===== src/swr_pkg.sv =====
// swr_pkg: shared constants of the shared window region-1 control block
// assumes nothing; every design file refers to it by package scope
package swr_pkg;
  // register indices as printed (not multiples of four): byte address is 4x index
  localparam logic [7:0] IDX_READ_CEIL    = 8'h10;
  localparam logic [7:0] IDX_WRITE_CEIL   = 8'h12;
  localparam logic [7:0] IDX_EVENT_SET    = 8'h14;
  localparam logic [7:0] IDX_CLEAR_PERMIT = 8'h16;
  // own registers
  localparam logic [7:0] IDX_BASE1        = 8'h20;
  localparam logic [7:0] IDX_EVENT_SRC    = 8'h21;
  localparam logic [7:0] IDX_IRQ_STATUS   = 8'h22;
  localparam logic [7:0] IDX_IRQ_MASK     = 8'h23;
  localparam logic [7:0] IDX_POINTER      = 8'h24;
  // field layout
  localparam int         REGION_BIT       = 15;
  localparam int         CEIL_HI          = 14;
  localparam int         CEIL_LO          = 2;
  localparam logic [15:0] CEIL_MASK       = 16'h7ffc;
  localparam logic [15:0] EVENT_MASK      = 16'hfffe;
  localparam logic [31:0] BASE_MASK       = 32'hffff_fffc;
  localparam logic [15:0] RST16           = 16'h0000;
  localparam logic [31:0] RST32           = 32'h0000_0000;
  // interrupt status bits
  localparam int         IRQ_RD_DENY      = 0;
  localparam int         IRQ_WR_DENY      = 1;
  localparam int         IRQ_EVENT        = 2;
  localparam int         IRQ_W            = 3;
endpackage


===== src/swr_events.sv =====
// swr_events: host event source bits with set-only and permitted-clear paths
// assumes one-cycle write strobes on pclk from the register slave
`timescale 1ns/1ps
module swr_events (
  // clock and reset
  input  wire logic        pclk,
  input  wire logic        presetn,
  // ec side set
  input  wire logic        set_we,
  input  wire logic [15:0] set_data,
  // host side clear
  input  wire logic        clr_we,
  input  wire logic [15:0] clr_data,
  input  wire logic [15:0] clear_permit,
  // state
  output logic [15:0]      event_src,
  output logic             event_rise
);
  logic [15:0] next_event_src;
  wire  [15:0] set_bits = set_we ? (set_data & swr_pkg::EVENT_MASK) : swr_pkg::RST16;
  wire  [15:0] clr_bits = clr_we ? (clr_data & clear_permit & swr_pkg::EVENT_MASK)
                                 : swr_pkg::RST16;
  // set wins over a clear in the same cycle; zeros in set_data do nothing
  assign next_event_src = (event_src & ~clr_bits) | set_bits;
  assign event_rise     = |(set_bits & ~event_src);
  // event register
  always_ff @(posedge pclk or negedge presetn) begin
    if (!presetn) begin
      event_src <= swr_pkg::RST16;
    end else begin
      event_src <= next_event_src;
    end
  end
endmodule


===== src/swr_gate.sv =====
// swr_gate: region-1 window ceiling check and internal address forming
// assumes requests come on pclk from the window front end, one cycle each
`timescale 1ns/1ps
module swr_gate (
  // programmed limits
  input  wire logic [15:0] read_ceiling,
  input  wire logic [15:0] write_ceiling,
  input  wire logic [31:0] base1,
  // window access
  input  wire logic [15:0] window_pointer,
  input  wire logic        rd_req,
  input  wire logic        wr_req,
  // decisions
  output logic             rd_allow,
  output logic             wr_allow,
  output logic             rd_deny,
  output logic             wr_deny,
  output logic [31:0]      mem_addr
);
  // region select and the compared pointer field
  wire        region1 = window_pointer[swr_pkg::REGION_BIT];
  wire [12:0] ptr_f   = window_pointer[swr_pkg::CEIL_HI:swr_pkg::CEIL_LO];
  wire [12:0] rd_f    = read_ceiling[swr_pkg::CEIL_HI:swr_pkg::CEIL_LO];
  wire [12:0] wr_f    = write_ceiling[swr_pkg::CEIL_HI:swr_pkg::CEIL_LO];
  wire        rd_ok   = ptr_f < rd_f;
  wire        wr_ok   = ptr_f < wr_f;
  // a denied write never reaches memory, not even a partial byte
  assign rd_allow = rd_req & region1 & rd_ok;
  assign wr_allow = wr_req & region1 & wr_ok;
  assign wr_deny  = wr_req & region1 & ~wr_ok;
  assign rd_deny  = rd_req & region1 & ~rd_ok;
  // pointer offset is byte-granular; bit 15 only selects region
  assign mem_addr = base1 + {17'h0_0000, window_pointer[14:0]};
endmodule


===== src/swr_top.sv =====
// swr_top: shared window region-1 control with apb register slave
// assumes an apb master on pclk and a window front end giving pointer and strobes
// the slave answers every transfer in one access cycle, with no wait states
// window requests are one-cycle pulses; memory sees them one cycle later
//
// Operation
// - region-1 reads pass only below read ceiling
// - region-1 writes stored below write ceiling
// - writes at or above ceiling fully suppressed
// - ec writing one sets host event bit; here bit 0 is masked off by EVENT_MASK and never sets
// - writing zero leaves event bit unchanged
// - set field reads current event source
// - permit zero blocks host clearing that bit
// - permit one lets written one clear
// - internal address is base plus pointer bits 14:0
//
// Implementation choice: the APB register port.
`timescale 1ns/1ps
module swr_top (
  // clock and reset
  input  wire logic        pclk,
  input  wire logic        presetn,
  // apb slave
  input  wire logic        psel,
  input  wire logic        penable,
  input  wire logic        pwrite,
  input  wire logic [11:0] paddr,
  input  wire logic [31:0] pwdata,
  input  wire logic [3:0]  pstrb,
  output logic [31:0]      prdata,
  output logic             pready,
  output logic             pslverr,
  // window data port access
  input  wire logic        win_rd,
  input  wire logic        win_wr,
  input  wire logic [31:0] win_wdata,
  input  wire logic [3:0]  win_be,
  input  wire logic        host_clr_we,
  input  wire logic [15:0] host_clr_data,
  output logic [31:0]      win_rdata,
  // internal memory side
  output logic             mem_rd,
  output logic             mem_wr,
  output logic [31:0]      mem_addr,
  output logic [31:0]      mem_wdata,
  output logic [3:0]       mem_be,
  input  wire logic [31:0] mem_rdata,
  input  wire logic        mem_rvalid,
  // interrupt
  output logic             irq
);
  // control registers
  logic [15:0] read_ceiling;
  logic [15:0] write_ceiling;
  logic [15:0] clear_permit;
  logic [31:0] base1;
  logic [15:0] window_pointer;
  logic [swr_pkg::IRQ_W-1:0] irq_status;
  logic [swr_pkg::IRQ_W-1:0] irq_mask;
  logic [swr_pkg::IRQ_W-1:0] next_irq_status;

  // event block results
  logic [15:0] event_src;
  logic        event_rise;

  // gate decisions
  logic        rd_allow;
  logic        wr_allow;
  logic        rd_deny;
  logic        wr_deny;
  logic [31:0] gate_addr;

  // apb decode: one-cycle access, answer in the access phase
  wire        acc     = psel & penable;
  wire        wr_acc  = acc & pwrite;
  wire        word_ok = paddr[1:0] == 2'b00;
  wire [7:0]  idx     = paddr[9:2];
  wire        hit_rc  = word_ok && idx == swr_pkg::IDX_READ_CEIL;
  wire        hit_wc  = word_ok && idx == swr_pkg::IDX_WRITE_CEIL;
  wire        hit_es  = word_ok && idx == swr_pkg::IDX_EVENT_SET;
  wire        hit_cp  = word_ok && idx == swr_pkg::IDX_CLEAR_PERMIT;
  wire        hit_b1  = word_ok && idx == swr_pkg::IDX_BASE1;
  wire        hit_src = word_ok && idx == swr_pkg::IDX_EVENT_SRC;
  wire        hit_st  = word_ok && idx == swr_pkg::IDX_IRQ_STATUS;
  wire        hit_mk  = word_ok && idx == swr_pkg::IDX_IRQ_MASK;
  wire        hit_pt  = word_ok && idx == swr_pkg::IDX_POINTER;
  // addresses above the register page are refused; only the read word still aliases into it
  wire        in_page = ~paddr[11] & ~paddr[10];
  wire        hit_reg = hit_rc | hit_wc | hit_es | hit_cp | hit_b1 | hit_src | hit_st
                        | hit_mk | hit_pt;
  wire        hit_any = hit_reg & in_page;
  // only the low two lanes carry the 16-bit registers
  wire        lo_ok   = pstrb[0] & pstrb[1];
  wire        full_ok = &pstrb;

  // error is decided in setup so it stands with pready; reads need no lanes
  wire        lane_ok            = hit_b1 ? full_ok : lo_ok;
  wire        wr_lane_ok         = pwrite ? lane_ok : 1'b1;
  wire        next_pslverr_setup = ~(hit_any & wr_lane_ok);
  // a write lands only at the access edge, and never when it is refused
  wire        wr_take            = wr_acc & pready & ~pslverr;
  // per-register write enables
  wire        we_rc              = wr_take & hit_rc;
  wire        we_wc              = wr_take & hit_wc;
  wire        we_cp              = wr_take & hit_cp;
  wire        we_b1              = wr_take & hit_b1;
  wire        we_pt              = wr_take & hit_pt;
  wire        we_mk              = wr_take & hit_mk;
  wire        we_st              = wr_take & hit_st;

  // read words; reserved bits are forced to zero here, never stored
  wire [31:0] rw_rc  = {16'h0000, read_ceiling};
  wire [31:0] rw_wc  = {16'h0000, write_ceiling};
  wire [31:0] rw_es  = {16'h0000, event_src};
  wire [31:0] rw_cp  = {16'h0000, clear_permit};
  wire [31:0] rw_src = {16'h0000, event_src};
  wire [31:0] rw_st  = {29'h0000_0000, irq_status};
  wire [31:0] rw_mk  = {29'h0000_0000, irq_mask};
  wire [31:0] rw_pt  = {16'h0000, window_pointer};

  // read mux; an unmapped index reads zero
  wire [31:0] rd_mux =
      hit_rc  ? rw_rc :
      hit_wc  ? rw_wc :
      hit_es  ? rw_es :
      hit_cp  ? rw_cp :
      hit_b1  ? base1 :
      hit_src ? rw_src :
      hit_st  ? rw_st :
      hit_mk  ? rw_mk :
      hit_pt  ? rw_pt :
                32'h0000_0000;

  // ceiling check and address former
  swr_gate u_gate (
    .read_ceiling   (read_ceiling),
    .write_ceiling  (write_ceiling),
    .base1          (base1),
    .window_pointer (window_pointer),
    .rd_req         (win_rd),
    .wr_req         (win_wr),
    .rd_allow       (rd_allow),
    .wr_allow       (wr_allow),
    .rd_deny        (rd_deny),
    .wr_deny        (wr_deny),
    .mem_addr       (gate_addr)
  );

  // host event source bits
  swr_events u_events (
    .pclk         (pclk),
    .presetn      (presetn),
    .set_we       (wr_acc & hit_any & hit_es & lo_ok),
    .set_data     (pwdata[15:0]),
    .clr_we       (host_clr_we),
    .clr_data     (host_clr_data),
    .clear_permit (clear_permit),
    .event_src    (event_src),
    .event_rise   (event_rise)
  );

  // sticky interrupt events; set beats write-one-clear
  wire [swr_pkg::IRQ_W-1:0] irq_set = {event_rise, wr_deny, rd_deny};
  // a refused write clears nothing, so the clear rides on the write enable
  wire [swr_pkg::IRQ_W-1:0] irq_clr = we_st ? pwdata[swr_pkg::IRQ_W-1:0] : 3'b000;
  // per bit: set on its event, cleared only by a written one
  for (genvar b = 0; b < swr_pkg::IRQ_W; b++) begin : g_status
    assign next_irq_status[b] = irq_set[b] | (irq_status[b] & ~irq_clr[b]);
  end
  wire        next_irq    = |(next_irq_status & irq_mask);

  // read data is captured in setup and stands through the access phase
  always_ff @(posedge pclk or negedge presetn) begin
    if (!presetn) begin
      prdata <= swr_pkg::RST32;
    end else if (psel & ~penable & ~pwrite) begin
      prdata <= rd_mux;
    end
  end

  // ready is a one-cycle pulse: this slave never inserts wait states
  always_ff @(posedge pclk or negedge presetn) begin
    if (!presetn) begin
      pready <= 1'b0;
    end else begin
      pready <= psel & ~penable;
    end
  end

  // error is only ever raised together with ready
  always_ff @(posedge pclk or negedge presetn) begin
    if (!presetn) begin
      pslverr <= 1'b0;
    end else begin
      pslverr <= (psel & ~penable) ? next_pslverr_setup : 1'b0;
    end
  end

  // read ceiling: only the compared field is kept
  always_ff @(posedge pclk or negedge presetn) begin
    if (!presetn) begin
      read_ceiling <= swr_pkg::RST16;
    end else if (we_rc) begin
      read_ceiling <= pwdata[15:0] & swr_pkg::CEIL_MASK;
    end
  end

  // write ceiling: only the compared field is kept
  always_ff @(posedge pclk or negedge presetn) begin
    if (!presetn) begin
      write_ceiling <= swr_pkg::RST16;
    end else if (we_wc) begin
      write_ceiling <= pwdata[15:0] & swr_pkg::CEIL_MASK;
    end
  end

  // clear permission; bit 0 has no event behind it
  always_ff @(posedge pclk or negedge presetn) begin
    if (!presetn) begin
      clear_permit <= swr_pkg::RST16;
    end else if (we_cp) begin
      clear_permit <= pwdata[15:0] & swr_pkg::EVENT_MASK;
    end
  end

  // region base; word aligned, so a partial-lane write is refused
  always_ff @(posedge pclk or negedge presetn) begin
    if (!presetn) begin
      base1 <= swr_pkg::RST32;
    end else if (we_b1) begin
      base1 <= pwdata & swr_pkg::BASE_MASK;
    end
  end

  // window pointer; bit 15 picks the region, the rest is the offset
  always_ff @(posedge pclk or negedge presetn) begin
    if (!presetn) begin
      window_pointer <= swr_pkg::RST16;
    end else if (we_pt) begin
      window_pointer <= pwdata[15:0];
    end
  end

  // interrupt enables, one per status bit
  always_ff @(posedge pclk or negedge presetn) begin
    if (!presetn) begin
      irq_mask <= 3'b000;
    end else if (we_mk) begin
      irq_mask <= pwdata[swr_pkg::IRQ_W-1:0];
    end
  end

  // status flops; the per-bit next value is formed above
  always_ff @(posedge pclk or negedge presetn) begin
    if (!presetn) begin
      irq_status <= 3'b000;
    end else begin
      irq_status <= next_irq_status;
    end
  end

  // interrupt line from a flop fed by the next status, so it changes at the same edge as the status
  always_ff @(posedge pclk or negedge presetn) begin
    if (!presetn) begin
      irq <= 1'b0;
    end else begin
      irq <= next_irq;
    end
  end

  // memory strobes: denied accesses issue no strobe at all
  always_ff @(posedge pclk or negedge presetn) begin
    if (!presetn) begin
      mem_rd <= 1'b0;
      mem_wr <= 1'b0;
    end else begin
      mem_rd <= rd_allow;
      mem_wr <= wr_allow;
    end
  end

  // address holds between accesses, so an idle bus shows the last target
  always_ff @(posedge pclk or negedge presetn) begin
    if (!presetn) begin
      mem_addr <= swr_pkg::RST32;
    end else if (rd_allow | wr_allow) begin
      mem_addr <= gate_addr;
    end
  end

  // write data and lanes; lanes drop to zero outside a write
  always_ff @(posedge pclk or negedge presetn) begin
    if (!presetn) begin
      mem_wdata <= swr_pkg::RST32;
      mem_be    <= 4'h0;
    end else begin
      mem_wdata <= wr_allow ? win_wdata : mem_wdata;
      mem_be    <= wr_allow ? win_be : 4'h0;
    end
  end

  // data port load only from a permitted read return; a refused read
  // raises no strobe, so no return comes and the port keeps its old word
  always_ff @(posedge pclk or negedge presetn) begin
    if (!presetn) begin
      win_rdata <= swr_pkg::RST32;
    end else if (mem_rvalid) begin
      win_rdata <= mem_rdata;
    end
  end
endmodule


===== config.mk =====
export PLATFORM = sky130hd
export DESIGN_NAME = swr_top
export DESIGN_NICKNAME = d
export VERILOG_FILES = /design/src/swr_pkg.sv /design/src/swr_events.sv /design/src/swr_gate.sv /design/src/swr_top.sv
export SDC_FILE = /design/constraint.sdc
export NUM_CORES = 1
export LEC_CHECK = 0
export BUFFER_PORTS_ARGS = -buffer_cell sky130_fd_sc_hd__buf_2
export CORE_UTILIZATION = 50
export CTS_CLUSTER_DIAMETER = 120
export DETAILED_ROUTE_END_ITERATION = 12
export PLACE_DENSITY = 0.85
export SETUP_SLACK_MARGIN = 0.02
export SLEW_MARGIN = 30
export SYNTH_ARGS = -nofsm -noshare
export SYNTH_HDL_FRONTEND = slang
export SYNTH_SLANG_ARGS = --single-unit

===== constraint.sdc =====
create_clock -name pclk -period 4 [get_ports pclk]
set_input_delay 0.6 -clock pclk [delete_from_list [all_inputs] [get_ports pclk]]
set_output_delay 0.6 -clock pclk [all_outputs]
set_load 0.01 [all_outputs]

Word level (Yosys, flattened, before mapping)
Index checks and enable logic that the tools add are counted.
{"block": "totals", "register_bits": 246, "latch_bits": 0, "ramBits": 0, "mem_bits_ro": 0, "in_bits": 141, "output_inout_bits": 137, "elab_cells": 118, "mem_count": 0}
{"block": "classes", "n_addsub": 1, "multipliers": 0, "div": 0, "n_lt_le_gt_ge": 2, "eq_ne": 9, "n_shift": 0, "n_mux": 16, "n_bitwise": 59, "n_reduce_logical": 13}
{"op": "32-bit 2-to-1 mux", "n": 5}
{"op": "16-bit 2-to-1 mux", "n": 6}
{"op": "16-bit AND", "n": 3}
{"op": "8-bit by 6-bit equality test with 1-bit output (second input constant)", "n": 5}
{"op": "32-bit by 15-bit adder with 32-bit output", "n": 1}
{"op": "8-bit by 5-bit equality test with 1-bit output (second input constant)", "n": 4}
{"op": "16-bit inverter", "n": 2}
{"op": "1-bit AND", "n": 29}
{"op": "13-bit < comparator", "n": 2}
{"op": "16-bit bitwise OR", "n": 1}
{"op": "16-bit OR reduction", "n": 1}
{"op": "1-bit bitwise OR", "n": 12}
{"op": "1-bit inverter", "n": 11}
{"op": "1-bit logical AND", "n": 9}
{"op": "4-bit 2-to-1 mux", "n": 1}
{"op": "4-bit AND reduction", "n": 1}
{"op": "3-bit AND", "n": 1}
{"op": "1-bit 2-to-1 mux", "n": 3}
{"op": "3-bit 2-to-1 mux", "n": 1}
{"op": "3-bit OR reduction", "n": 1}
{"op": "2-bit logical NOT", "n": 1}

Logic depth before layout (Yosys ltp)
Gate-level depths: netlist of run 1.
{"block": "logic_depth", "ltp_word": 20, "depth_mapped": 9}

Modules after synthesis
From an unflattened synthesis of run 1, not the netlist that was laid out.
{"block": "hier_totals", "cells_unflattened": 1027, "hier_area_um2": 12115.4}
{"mod": "swr_top", "n_inst": 1, "cells_each": 718, "area_per_inst_um2": 9704.3, "seq_area_each_um2": 5755.5}
{"mod": "swr_gate", "n_inst": 1, "cells_each": 225, "area_per_inst_um2": 1657.8, "seq_area_each_um2": 0.0}
{"mod": "swr_events", "n_inst": 1, "cells_each": 84, "area_per_inst_um2": 753.2, "seq_area_each_um2": 375.4}

Least setup slack after synthesis of run 1
Ideal clock, no wire load.
{"block": "synth_path", "kind": "flip-flop to flip-flop", "startpoint": "register window_pointer[2]", "endpoint": "register mem_addr[28]", "t_arrival_ns": 2.387, "path_slack_ns": 1.488, "stages_incl_launch_ff": 10, "n_path_buf": 0, "synth_period_minus_slack_ns": 2.512, "path_cell_list": "dfrtp_1 > ha_1 > inv_1 > fa_1 > nor2b_1 > o31ai_1 > a211o_1 > a2111oi_0 > xor2_1 > mux2_2"}
{"block": "synth_via", "elab_chain_cells": 3}
{"item": "from (decl)", "line_no": "swr_top.sv:57", "rtl": "logic [15:0] window_pointer;"}
{"item": "from (signal assigned)", "line_no": "swr_top.sv:238", "rtl": "window_pointer <= swr_pkg::RST16;"}
{"item": "from (signal assigned)", "line_no": "swr_top.sv:240", "rtl": "window_pointer <= pwdata[15:0];"}
{"item": "13-bit < comparator, on equally long branches", "line_no": "swr_gate.sv:25, swr_gate.sv:26"}
{"item": "1-bit AND, on equally long branches", "line_no": "swr_gate.sv:28, swr_gate.sv:29"}
{"item": "1-bit bitwise OR", "line_no": "swr_top.sv:286", "rtl": "end else if (rd_allow | wr_allow) begin"}
{"item": "to (signal assigned)", "line_no": "swr_top.sv:285", "rtl": "mem_addr <= swr_pkg::RST32;"}
{"item": "to (signal assigned)", "line_no": "swr_top.sv:287", "rtl": "mem_addr <= gate_addr;"}
{"item": "to (decl)", "line_no": "swr_top.sv:44", "rtl": "output logic [31:0] mem_addr,"}
Parallel ways exist; a longest one is shown, timed or not.
A chain may end at the register's enable or synchronous reset.

Worst setup path in the final report of run 1
Ends and elaborated chain as after synthesis.

==> summary.md, run 1 <==
| Metric | Value |
|---|---|
| Status | `completed` |
| Skew final | `0.0113 ns` |
| Slew headroom | `41.7%` |
| Predominant post-synthesis flop cell | `dfrtp_1` |
| Final non-filler cell total | `1695` |
| Fin. Hold Viols | `0` |
| Core Rows | `55` |
| H-tree levels | `1` |
| Synthesized cell area | `11800 µm²` |
| Vias in the first global route | `9666` |
| Pre-CTS setup slack | `1.02 ns` |
| Clk_lat worst skew | `0.53 ns` |
| IO Count | `278` |
| Power Dens Cells | `377 nW/µm²` |
| CP max stage cell | `a2111oi_0` |
| Share of layout cells above drive strength 1 | `35.6%` |
| Grt ovf | `0` |
| Max clock buf depth | `3` |
| Fin crit share | `75.5%` |
| Critical Path AT | `3.43 ns` |
| Die Width | `156 µm` |
| CTS tree | `built` |
| Crit path time final | `3.02 ns` |
| Kind of critical path | `reg -> reg` |
| Inst Count DP | `1650` |
| Lkg Pwr | `7.36 nW` |
| Slew @ Worst Pin | `0.852 ns` |
| Util after Layout | `63.3%` |
| VDD IR max | `0.300 mV` |
| Max-cap violations | `0` |
| Routed vias/inst | `5.81` |
| CORE AREA | `22800 µm²` |
| Syn_nets | `1268` |
| Worst hold path type | `in -> async` |
| Design Area, Final | `14500 µm²` |
| DRC viols | `0` |
| Hold Buf Count CTS | `0` |
| Reg clk slew, reported paths | `0.06 ns` |
| Slew Limit Fails | `0` |
| Seq cells post-synth | `245` |
| Vert. Die Dim | `156 µm` |
| Mapped Cells | `1089` |
| Crit path cell chain | `ha_1 -> inv_1 -> fa_1 -> nor2b_1 -> o31ai_1 -> a211o_1 -> a2111oi_0 -> xor2_1 -> mux2_2` |
| Worst setup margin | `0.979 ns` |
| Worst hold margin | `0.121 ns` |
| Synth-to-layout area growth | `22.8%` |
| First-pass GRT wire length | `52.9 mm` |
| Vias post-DR | `9856` |
| Clk Tree Root Cell | `clkbuf_16` |
| Placed Area | `13600 µm²` |
| CTS-repair resized insts | `0` |
| Placer congestion estimate | `0.937` |
| Worst path max stage delay | `0.52 ns` |
| DR iter-0 viols | `870` |
| Total Power | `5.46 mW` |
| Syn Area/Cell | `10.8 µm²` |
| Per-cell routed wire length | `20.3 µm` |
| Final wirelength | `34.4 mm` |
| Total track usage | `28.1%` |
| Initial core utilization | `51.6%` |
| Final #Nets | `1544` |
| WP data required | `4.41 ns` |
| Initial antenna violation count | `0` |
| Crit. End Element | `flip-flop` |
| Final ANT Viol Nets | `0` |
| Synth unique cells | `65` |
| Post-CTS setup buffers | `0` |
| TritonCTS buffer count | `26` |
| Final setup violation count | `0` |
| Startpoint Class | `flip-flop` |
| Seq/Total Area, Yosys | `52.0%` |
| Post-synth EDFFs | `0` |
| CP top delay family | `compound AO/OA/AOI/OAI gates` |
| FFs w/ async S/R, synth | `100%` |
| Drt first pass iters | `7` |
| Crit-path max FO | `5` |
| Warning count from the yosys run | `0` |
| Setup TNS | `0 ns` |
| Port Buf Inserts | `276` |
| DPL Wire Length | `24.8 mm` |
| Die Footprint | `24200 µm²` |
| F_max | `0.331 GHz` |
| Largest net degree at the start of global routing | `108` |
| RSZ-0062 raised after global routing | `false` |
| CTS sink count | `245` |
| Ant diodes | `0` |
| CP Buf/Inv Count | `1` |
cells in the final DEF (no fill, tap or decap), types with 10 or more instances in the layout:
| cell | netlist | layout |
|---|---|---|
| nor2_1 | 37 | 36 |
| o22ai_1 | 28 | 28 |
| clkbuf_16 | 0 | 27 |
| nand2_1 | 112 | 112 |
| a211oi_1 | 20 | 20 |
| a21oi_1 | 75 | 75 |
| inv_1 | 52 | 52 |
| buf_2 | 12 | 275 |
| xnor2_1 | 17 | 17 |
| ha_1 | 37 | 37 |
| nor3_1 | 11 | 10 |
| nand3_1 | 27 | 27 |
| o21ai_0 | 93 | 93 |
| mux2_2 | 135 | 135 |
| a22o_1 | 26 | 26 |
| buf_4 | 1 | 22 |
| dfrtp_1 | 245 | 245 |
synthesized netlist by cell type (26+ instances only):
library cell | count | area [µm²]
a21oi_1 | 75 | 375
a22o_1 | 26 | 228
clkbuf_1 | 33 | 124
dfrtp_1 | 245 | 6130
ha_1 | 37 | 463
inv_1 | 52 | 195
mux2_2 | 135 | 1520
nand2_1 | 112 | 420
nand3_1 | 27 | 135
nor2_1 | 37 | 139
o21ai_0 | 93 | 465
o22ai_1 | 28 | 175
registers in the layout, indices dropped and copies added (netlist names):
name	flops
base1	30
clear_permit	15
irq	1
irq_mask	3
irq_status	3
mem_addr	32
mem_be	4
mem_rd	1
mem_wdata	32
mem_wr	1
prdata	32
pready	1
pslverr	1
read_ceiling	13
u_events.event_src	15
win_rdata	32
window_pointer	16
write_ceiling	13
report_power, final:
| group | internal (mW) | switching [mW] |
|---|---|---|
| Combinational | 0.161 | 0.234 |
| Clock | 1.53 | 0.959 |
| Sequential | 2.54 | 0.0313 |
| Total | 4.23 | 1.22 |
area by class of cell:
type / instances / area [µm²]
clock buffers: 38 / 777
fillers: 1821 / 8380
clock inverters: 7 / 114
multi-input cells: 741 / 5280
inverters: 52 / 195
repair buffers: 299 / 1580
flip-flops and latches: 245 / 6130
well taps: 313 / 392
cells by family (layout without fill, tap and decap cells):
kind of cell / count (synthesis) / after routing / synth area share (%)
mux: 138 / 138 / 13.2
fa+ha+maj: 38 / 38 / 4.10
compound gates: 291 / 291 / 15.1
xor+xnor: 25 / 25 / 1.86
flops: 245 / 245 / 52.0
simple gates: 249 / 249 / 10.3
buf+inv: 103 / 396 / 3.50
path summary, 6_finish.rpt:
| path | from | to | slack, ns | cells past startpoint |
|---|---|---|---|---|
| setup / recovery | window_pointer[2] | mem_addr[28] | 0.98 | 9 |
| hold / removal | presetn | prdata[11] | 0.12 | 1 |
| setup reg to reg | window_pointer[2] | mem_addr[28] | 0.98 | 9 |
| hold reg to reg | prdata[27] | prdata[27] | 0.47 | 2 |
| max in group asynchronous | presetn | win_rdata[24] | 2.89 | 2 |
| min in group pclk | win_be[0] | mem_be[0] | 0.29 | 2 |
per-layer routing:
| layer | share of wire [%] | wire length (µm) | vias to the layer above | global-route usage [%] |
|---|---|---|---|---|
| met1 | 40 | 13600 | 4826 | 36.7 |
| met5 | 0 | 0 | - | 0 |
| li1 | - | - | 4471 | - |
| met2 | 49 | 16800 | 485 | 47.4 |
| met4 | 2.9 | 995 | 0 | 9.57 |
| met3 | 8.6 | 2950 | 74 | 5.00 |
No activity file was read; power rests on OpenSTA's default activity.
==> run 2: changes to the inputs <==
CORE_UTILIZATION = 49   (was 50)
PLACE_DENSITY = 0.87   (was 0.85)
clock period = 2.6 ns   (was 4 ns; I/O delays follow)
==> run 2 against run 1 <==
Maximum frequency rose by 16%. Total power grew 55%. Combinational power increased by 59%. Register-to-register slack got worse by 0.98 ns. Die area up 2.0%. Utilization is 0.61 points higher. Sequential share of layout area shrank 1.6 points. Critical path depth decreased by 1. The flow now finishes with violations (setup timing). Global-route usage increased by 0.29 points. Clock skew is 0.011 ns higher. Final cell count rose by 3.0%. Routed wire length increased by 5.5%.
==> summary.md, run 2 (synthesis results as in run 1) <==
| Metric | Value |
|---|---|
| Max clock buf depth | `3 (unchanged)` |
| Final ANT Viol Nets | `0 (unchanged)` |
| Pre-CTS setup slack | `-0.0754 ns (-1.10 ns)` |
| Multi-input gate area | `5400 µm² (+2.2%)` |
| Vias in the first global route | `10200 (+6.0%)` |
| Vias post-DR | `10300 (+4.2%)` |
| Failing checks | `setup timing` |
| Fin crit share | `100% (+25 points)` |
| Fillers | `1834 (+0.71%)` |
| Total track usage | `28.4% (+0.29 points)` |
| Die Width | `157 µm (+1.0%)` |
| Power Dens Cells | `563 nW/µm² (+49%)` |
| First-pass GRT wire length | `54.7 mm (+3.4%)` |
| Crit. End Element | `flip-flop` |
| Final #Nets | `1586 (+2.7%)` |
| Placer congestion estimate | `0.950 (+1.4%)` |
| Status | `complete, but fails checks` |
| Drt first pass iters | `5 (-2)` |
| TritonCTS buffer count | `26 (unchanged)` |
| Crit-path max FO | `9 (+4)` |
| Vert. Die Dim | `157 µm (+1.0%)` |
| Slew headroom | `51.9% (+10 points)` |
| FF/Latch Area | `6130 µm² (about the same)` |
| DR iter-0 viols | `817 (-6.1%)` |
| CTS sink count | `245 (unchanged)` |
| F_max | `0.384 GHz (+16%)` |
| Core Rows | `56 (+1.8%)` |
| Worst hold margin | `0.0690 ns (-0.0515 ns)` |
| Largest net degree at the start of global routing | `81 (-25%)` |
| Fin. Hold Viols | `0 (unchanged)` |
| Final wirelength | `36.2 mm (+5.5%)` |
| Clk_lat worst skew | `0.54 ns (about the same)` |
| Die Footprint | `24700 µm² (+2.0%)` |
| Final setup violation count | `1 (+1)` |
| Setup slack, reg-to-reg | `-0.004 ns (-0.98 ns)` |
| VDD IR max | `0.493 mV (+64%)` |
| CTS tree | `built` |
| Grt ovf | `0 (unchanged)` |
| Initial antenna violation count | `0 (unchanged)` |
| Port Buf Inserts | `276 (unchanged)` |
| Reg clk slew, reported paths | `0.06 ns (about the same)` |
| Total Power | `8.47 mW (+55%)` |
| Lkg Pwr | `7.62 nW (+3.4%)` |
| Startpoint Class | `flip-flop` |
| DPL Wire Length | `25.5 mm (+2.5%)` |
| Max-cap violations | `0 (unchanged)` |
| IO Count | `278 (unchanged)` |
| Clk Tree Root Cell | `clkbuf_16` |
| Synth-to-layout area growth | `27.7%` |
| H-tree levels | `1 (unchanged)` |
| Kind of critical path | `reg -> reg` |
| Worst setup margin | `-0.00446 ns (-0.984 ns)` |
| WP data required | `3.01 ns (-1.40 ns)` |
| Slew Limit Fails | `0 (unchanged)` |
| Crit path time final | `2.60 ns (-0.416 ns)` |
| Slew @ Worst Pin | `0.721 ns (-0.131 ns)` |
| Critical Path AT | `3.01 ns (-0.42 ns)` |
| Skew final | `0.0220 ns (+0.0107 ns)` |
| Share of layout cells above drive strength 1 | `39.2% (+3.6 points)` |
| Worst hold path type | `in -> reg` |
| Routed vias/inst | `5.88 (+1.2%)` |
| DRC viols | `0 (unchanged)` |
| CORE AREA | `23500 µm² (+3.0%)` |
| Ant diodes | `0 (unchanged)` |
| Most frequent cells in the layout | `buf_2 (275), dfrtp_1 (242), mux2_2 (135), nand2_1 (112), o21ai_0 (92)` |
| Initial core utilization | `50.1% (-1.5 points)` |
| Setup TNS | `-0.00446 ns (-0.00446 ns)` |
| Commonest non-fill, non-tap cell in the layout | `buf_2` |
| Per-cell routed wire length | `20.8 µm (+2.4%)` |
## run 2: cell types whose count changed in the layout (fill, tap and decap cells not counted), sizes merged
cell,change
buf,+39
clkinv,+4
clkinvlp,+1
dlygate4sd3,+1
## run 2: final timing paths
path,start,endpoint,cells after the start
worst max-delay path,window_pointer[5],mem_addr[23],8
worst min-delay path,win_be[1],mem_be[1],2
worst max register to register,window_pointer[5],mem_addr[23],8
worst min register to register,prdata[26],prdata[26],2
max in group asynchronous,presetn,win_rdata[28],3
min in group asynchronous,presetn,mem_wdata[16],2
## run 2: critical path: stages, from the launching register on
cell	delay, ns
dfrtp_1	0.47
ha_1	0.40
o21ai_0	0.14
o21ai_0	0.32
a21oi_1	0.12
buf_4	0.19
nor4b_1	0.45
xor2_1	0.12
mux2_2	0.28
## run 2: repair_timing
item	CTS	global route
gates resized for setup	3	25
hold endpoints to repair	74	0
cloned	0	3
pin swaps	0	2
hold buffers	1	0
endpoints found under the setup margin	4	31
setup buffers	0	3
## run 2: through the flow
step | utilization, % | cell area, µm² | cells
4_1_cts | 63.0 | 14800 | 1740
2_1_floorplan | - | 11800 | 1089
6_report | 63.9 | 15100 | 1746
5_1_grt | 63.9 | 15100 | 1746
3_5_place_dp | 59.1 | 13900 | 1691
3_3_place_gp | 59.1 | 13900 | 1691
## run 2: final cells by class
type,instances,share of cell area (%)
Inverter,52,1.30
Timing Repair Buffer,341,13.4
Sequential cell,245,40.8
Multi-Input combinational cell,741,35.9
Tap cell,319,2.65
Clock buffer,36,5.05
Clock inverter,12,0.914
## run 2: report_power, final
part	total [mW]	leakage (nW)	switching (mW)	internal [mW]
clock	3.88	0.447	1.55	2.33
combinational	0.626	3.99	0.367	0.259
sequential	3.96	3.18	0.0547	3.91
## run 2: metal layers
| layer | vias up | share of wire (%) | global-route usage [%] |
|---|---|---|---|
| met5 | - | 0 | 0 |
| met2 | 545 | 48 | 46.3 |
| li1 | 4555 | - | - |
| met4 | 0 | 4.7 | 13.9 |
| met3 | 141 | 8.0 | 5.18 |
| met1 | 5029 | 39 | 36.7 |
==> run 3: changes to the inputs <==
--- a/config.mk
+++ b/config.mk
@@ -11,3 +11,3 @@
 export DETAILED_ROUTE_END_ITERATION = 12
-export PLACE_DENSITY = 0.87
+export PLACE_DENSITY = 0.77
 export SETUP_SLACK_MARGIN = 0.02
==> constraint.sdc (replaced) <==
create_clock -name pclk -period 2.6 [get_ports pclk]
set_input_delay 0.52 -clock pclk [delete_from_list [all_inputs] [get_ports pclk]]
set_output_delay 0.52 -clock pclk [all_outputs]
set_load 0.01 [all_outputs]
==> run 3 against run 2 <==
Sequential cell count unchanged. Worst hold slack better by 0.13 ns. Critical path depth unchanged. Highest routed layer unchanged. Maximum frequency up 1.9%. Setup slack better by 0.048 ns. The flow now finishes without violations. Routed wire length down 3.9%. Global-route usage down 0.95 points.
==> summary.md, run 3 (synthesis results as in run 1) <==
| Metric | Value |
|---|---|
| Max clock buf depth | `3 (unchanged)` |
| Commonest non-fill, non-tap cell in the layout | `buf_2` |
| Reg2reg path depth | `8 (unchanged)` |
| Critical Path AT | `2.96 ns (-0.05 ns)` |
| Startpoint Class | `flip-flop` |
| Final #Nets | `1584 (-0.13%)` |
| CP top delay family | `compound AO/OA/AOI/OAI gates` |
| Die Width | `157 µm (unchanged)` |
| Final wirelength | `34.8 mm (-3.9%)` |
| Crit path time final | `2.56 ns (-0.0479 ns)` |
| Port Buf Inserts | `276 (unchanged)` |
| Status | `completed` |
| Vias post-DR | `10000 (-2.2%)` |
| CP Buf/Inv Count | `1 (unchanged)` |
| Worst hold path type | `in -> reg` |
| Per-cell routed wire length | `20.0 µm (-3.8%)` |
| Total track usage | `27.5% (-0.95 points)` |
| Final ANT Viol Nets | `0 (unchanged)` |
| CORE AREA | `23500 µm² (unchanged)` |
| Setup TNS | `0 ns (+0.00446 ns)` |
| First-pass GRT wire length | `52.3 mm (-4.4%)` |
| Final non-filler cell total | `1744 (-0.11%)` |
| Max-cap violations | `0 (unchanged)` |
| F_max | `0.391 GHz (+1.9%)` |
| Synth-to-layout area growth | `26.8%` |
| Initial core utilization | `50.1% (unchanged)` |
| Worst path depth | `8 (unchanged)` |
| Routed vias/inst | `5.76 (-2.1%)` |
| Power Dens Cells | `561 nW/µm² (-0.37%)` |
| Kind of critical path | `reg -> reg` |
| Placer congestion estimate | `0.969 (+1.9%)` |
| Slew Limit Fails | `0 (unchanged)` |
| CTS tree | `built` |
| DPL Wire Length | `25.3 mm (-0.57%)` |
| Slew @ Worst Pin | `0.727 ns (+0.00562 ns)` |
| Drt first pass iters | `6 (+1)` |
| VDD IR max | `0.417 mV (-15%)` |
| Die Footprint | `24700 µm² (unchanged)` |
| Crit path cell chain | `ha_1 -> o21ai_1 -> a211o_1 -> or2_2 -> a2111oi_4 -> buf_4 -> xor2_1 -> mux2_2` |
| Most frequent cells in the layout | `buf_2 (275), dfrtp_1 (242), mux2_2 (135), nand2_1 (112), o21ai_0 (91)` |
| Fin crit share | `98.3% (-1.8 points)` |
| Vias in the first global route | `9628 (-6.0%)` |
| Fin. Hold Viols | `0 (unchanged)` |
| Initial antenna violation count | `0 (unchanged)` |
| DR iter-0 viols | `878 (+7.5%)` |
| H-tree levels | `1 (unchanged)` |
| Core Rows | `56 (unchanged)` |
| Skew final | `0.0318 ns (+0.00975 ns)` |
| Reg clk slew, reported paths | `0.06 ns (about the same)` |
| Clk_lat worst skew | `0.54 ns (about the same)` |
| WP data required | `3.00 ns (about the same)` |
| Grt met3 use | `4.43% (-0.74 points)` |
| Gr busiest metal | `met2` |
| Vert. Die Dim | `157 µm (unchanged)` |
| Final setup violation count | `0 (-1)` |
| TritonCTS buffer count | `26 (unchanged)` |
| Met1 usage | `35.3% (-1.4 points)` |
| RSZ-0062 raised after global routing | `true` |
| Crit-path max FO | `5 (-4)` |
| Util after Layout | `63.5% (-0.45 points)` |
| IO Count | `278 (unchanged)` |
| Grt ovf | `0 (unchanged)` |
| Clk Tree Root Cell | `clkbuf_16` |
| Inst Count DP | `1691 (unchanged)` |
| Slew headroom | `51.5% (-0.37 points)` |
| DRC viols | `0 (unchanged)` |
| CP max stage cell | `dfrtp_1` |
| CTS sink count | `245 (unchanged)` |
| Worst path max stage delay | `0.45 ns (-0.02 ns)` |
| Ant diodes | `0 (unchanged)` |
| Hold Crit Depth | `2 (unchanged)` |
| Largest net degree at the start of global routing | `76 (-6.2%)` |
| Share of layout cells above drive strength 1 | `38.5% (-0.65 points)` |
| Crit. End Element | `flip-flop` |
| M2 GR Usage | `46.9% (+0.66 points)` |
| Lkg Pwr | `7.59 nW (-0.31%)` |
-- run 3: what timing repair did --
| item | 4_1_cts | 5_1_grt |
|---|---|---|
| gates cloned | 0 | 2 |
| setup buffers | 0 | 2 |
| hold buffers | 1 | 0 |
| setup endpoints to repair | 4 | 66 |
| hold endpoints to repair | 41 | 0 |
| pin swaps | 0 | 3 |
| gates resized for setup | 3 | 18 |
-- run 3: through the flow --
step	setup WS [ns]	hold WS, ns	power (mW)	area, µm²
after floorplan	0.0880	0.224	4.26	11800
after global placement	0.00832	0.459	4.64	13900
after detailed placement	-0.00581	0.466	4.66	13900
after CTS	0.0341	0.184	8.47	14800
after global routing	-0.0295	0.193	8.68	14900
final	0.0435	0.201	8.38	14900
-- run 3: layout make-up --
class | instances | area, µm²
fillers | 1885 | 8600
flip-flops and latches | 245 | 6130
multi-input cells | 741 | 5350
repair buffers | 339 | 1980
clock buffers | 38 | 787
well taps | 319 | 399
inverters | 52 | 195
clock inverters | 10 | 105
-- run 3: where the power goes --
| group | internal [mW] | leakage, nW | total [mW] | switching [mW] |
|---|---|---|---|---|
| sequential | 3.91 | 3.18 | 3.96 | 0.0542 |
| clock | 2.29 | 0.440 | 3.79 | 1.50 |
| combinational | 0.261 | 3.98 | 0.624 | 0.363 |
| total | 6.46 | 7.59 | 8.38 | 1.92 |
-- run 3: final timing paths --
path	from	end	slack, ns
setup reg to reg	window_pointer[13]	mem_addr[28]	0.04
hold reg to reg	prdata[29]	prdata[29]	0.47
hold / removal	win_be[2]	mem_be[2]	0.20
max in group asynchronous	presetn	prdata[19]	1.26
min in group asynchronous	presetn	win_rdata[9]	0.56
setup / recovery	window_pointer[13]	mem_addr[28]	0.04
-- run 3: routing by layer --
metal | up-vias | routed length [µm] | share of wire [%]
li1 | 4562 | - | -
met1 | 4847 | 13800 | 40
met2 | 548 | 16800 | 48
met3 | 83 | 3140 | 9.0
met4 | 0 | 1130 | 3.2
met5 | - | 0 | 0
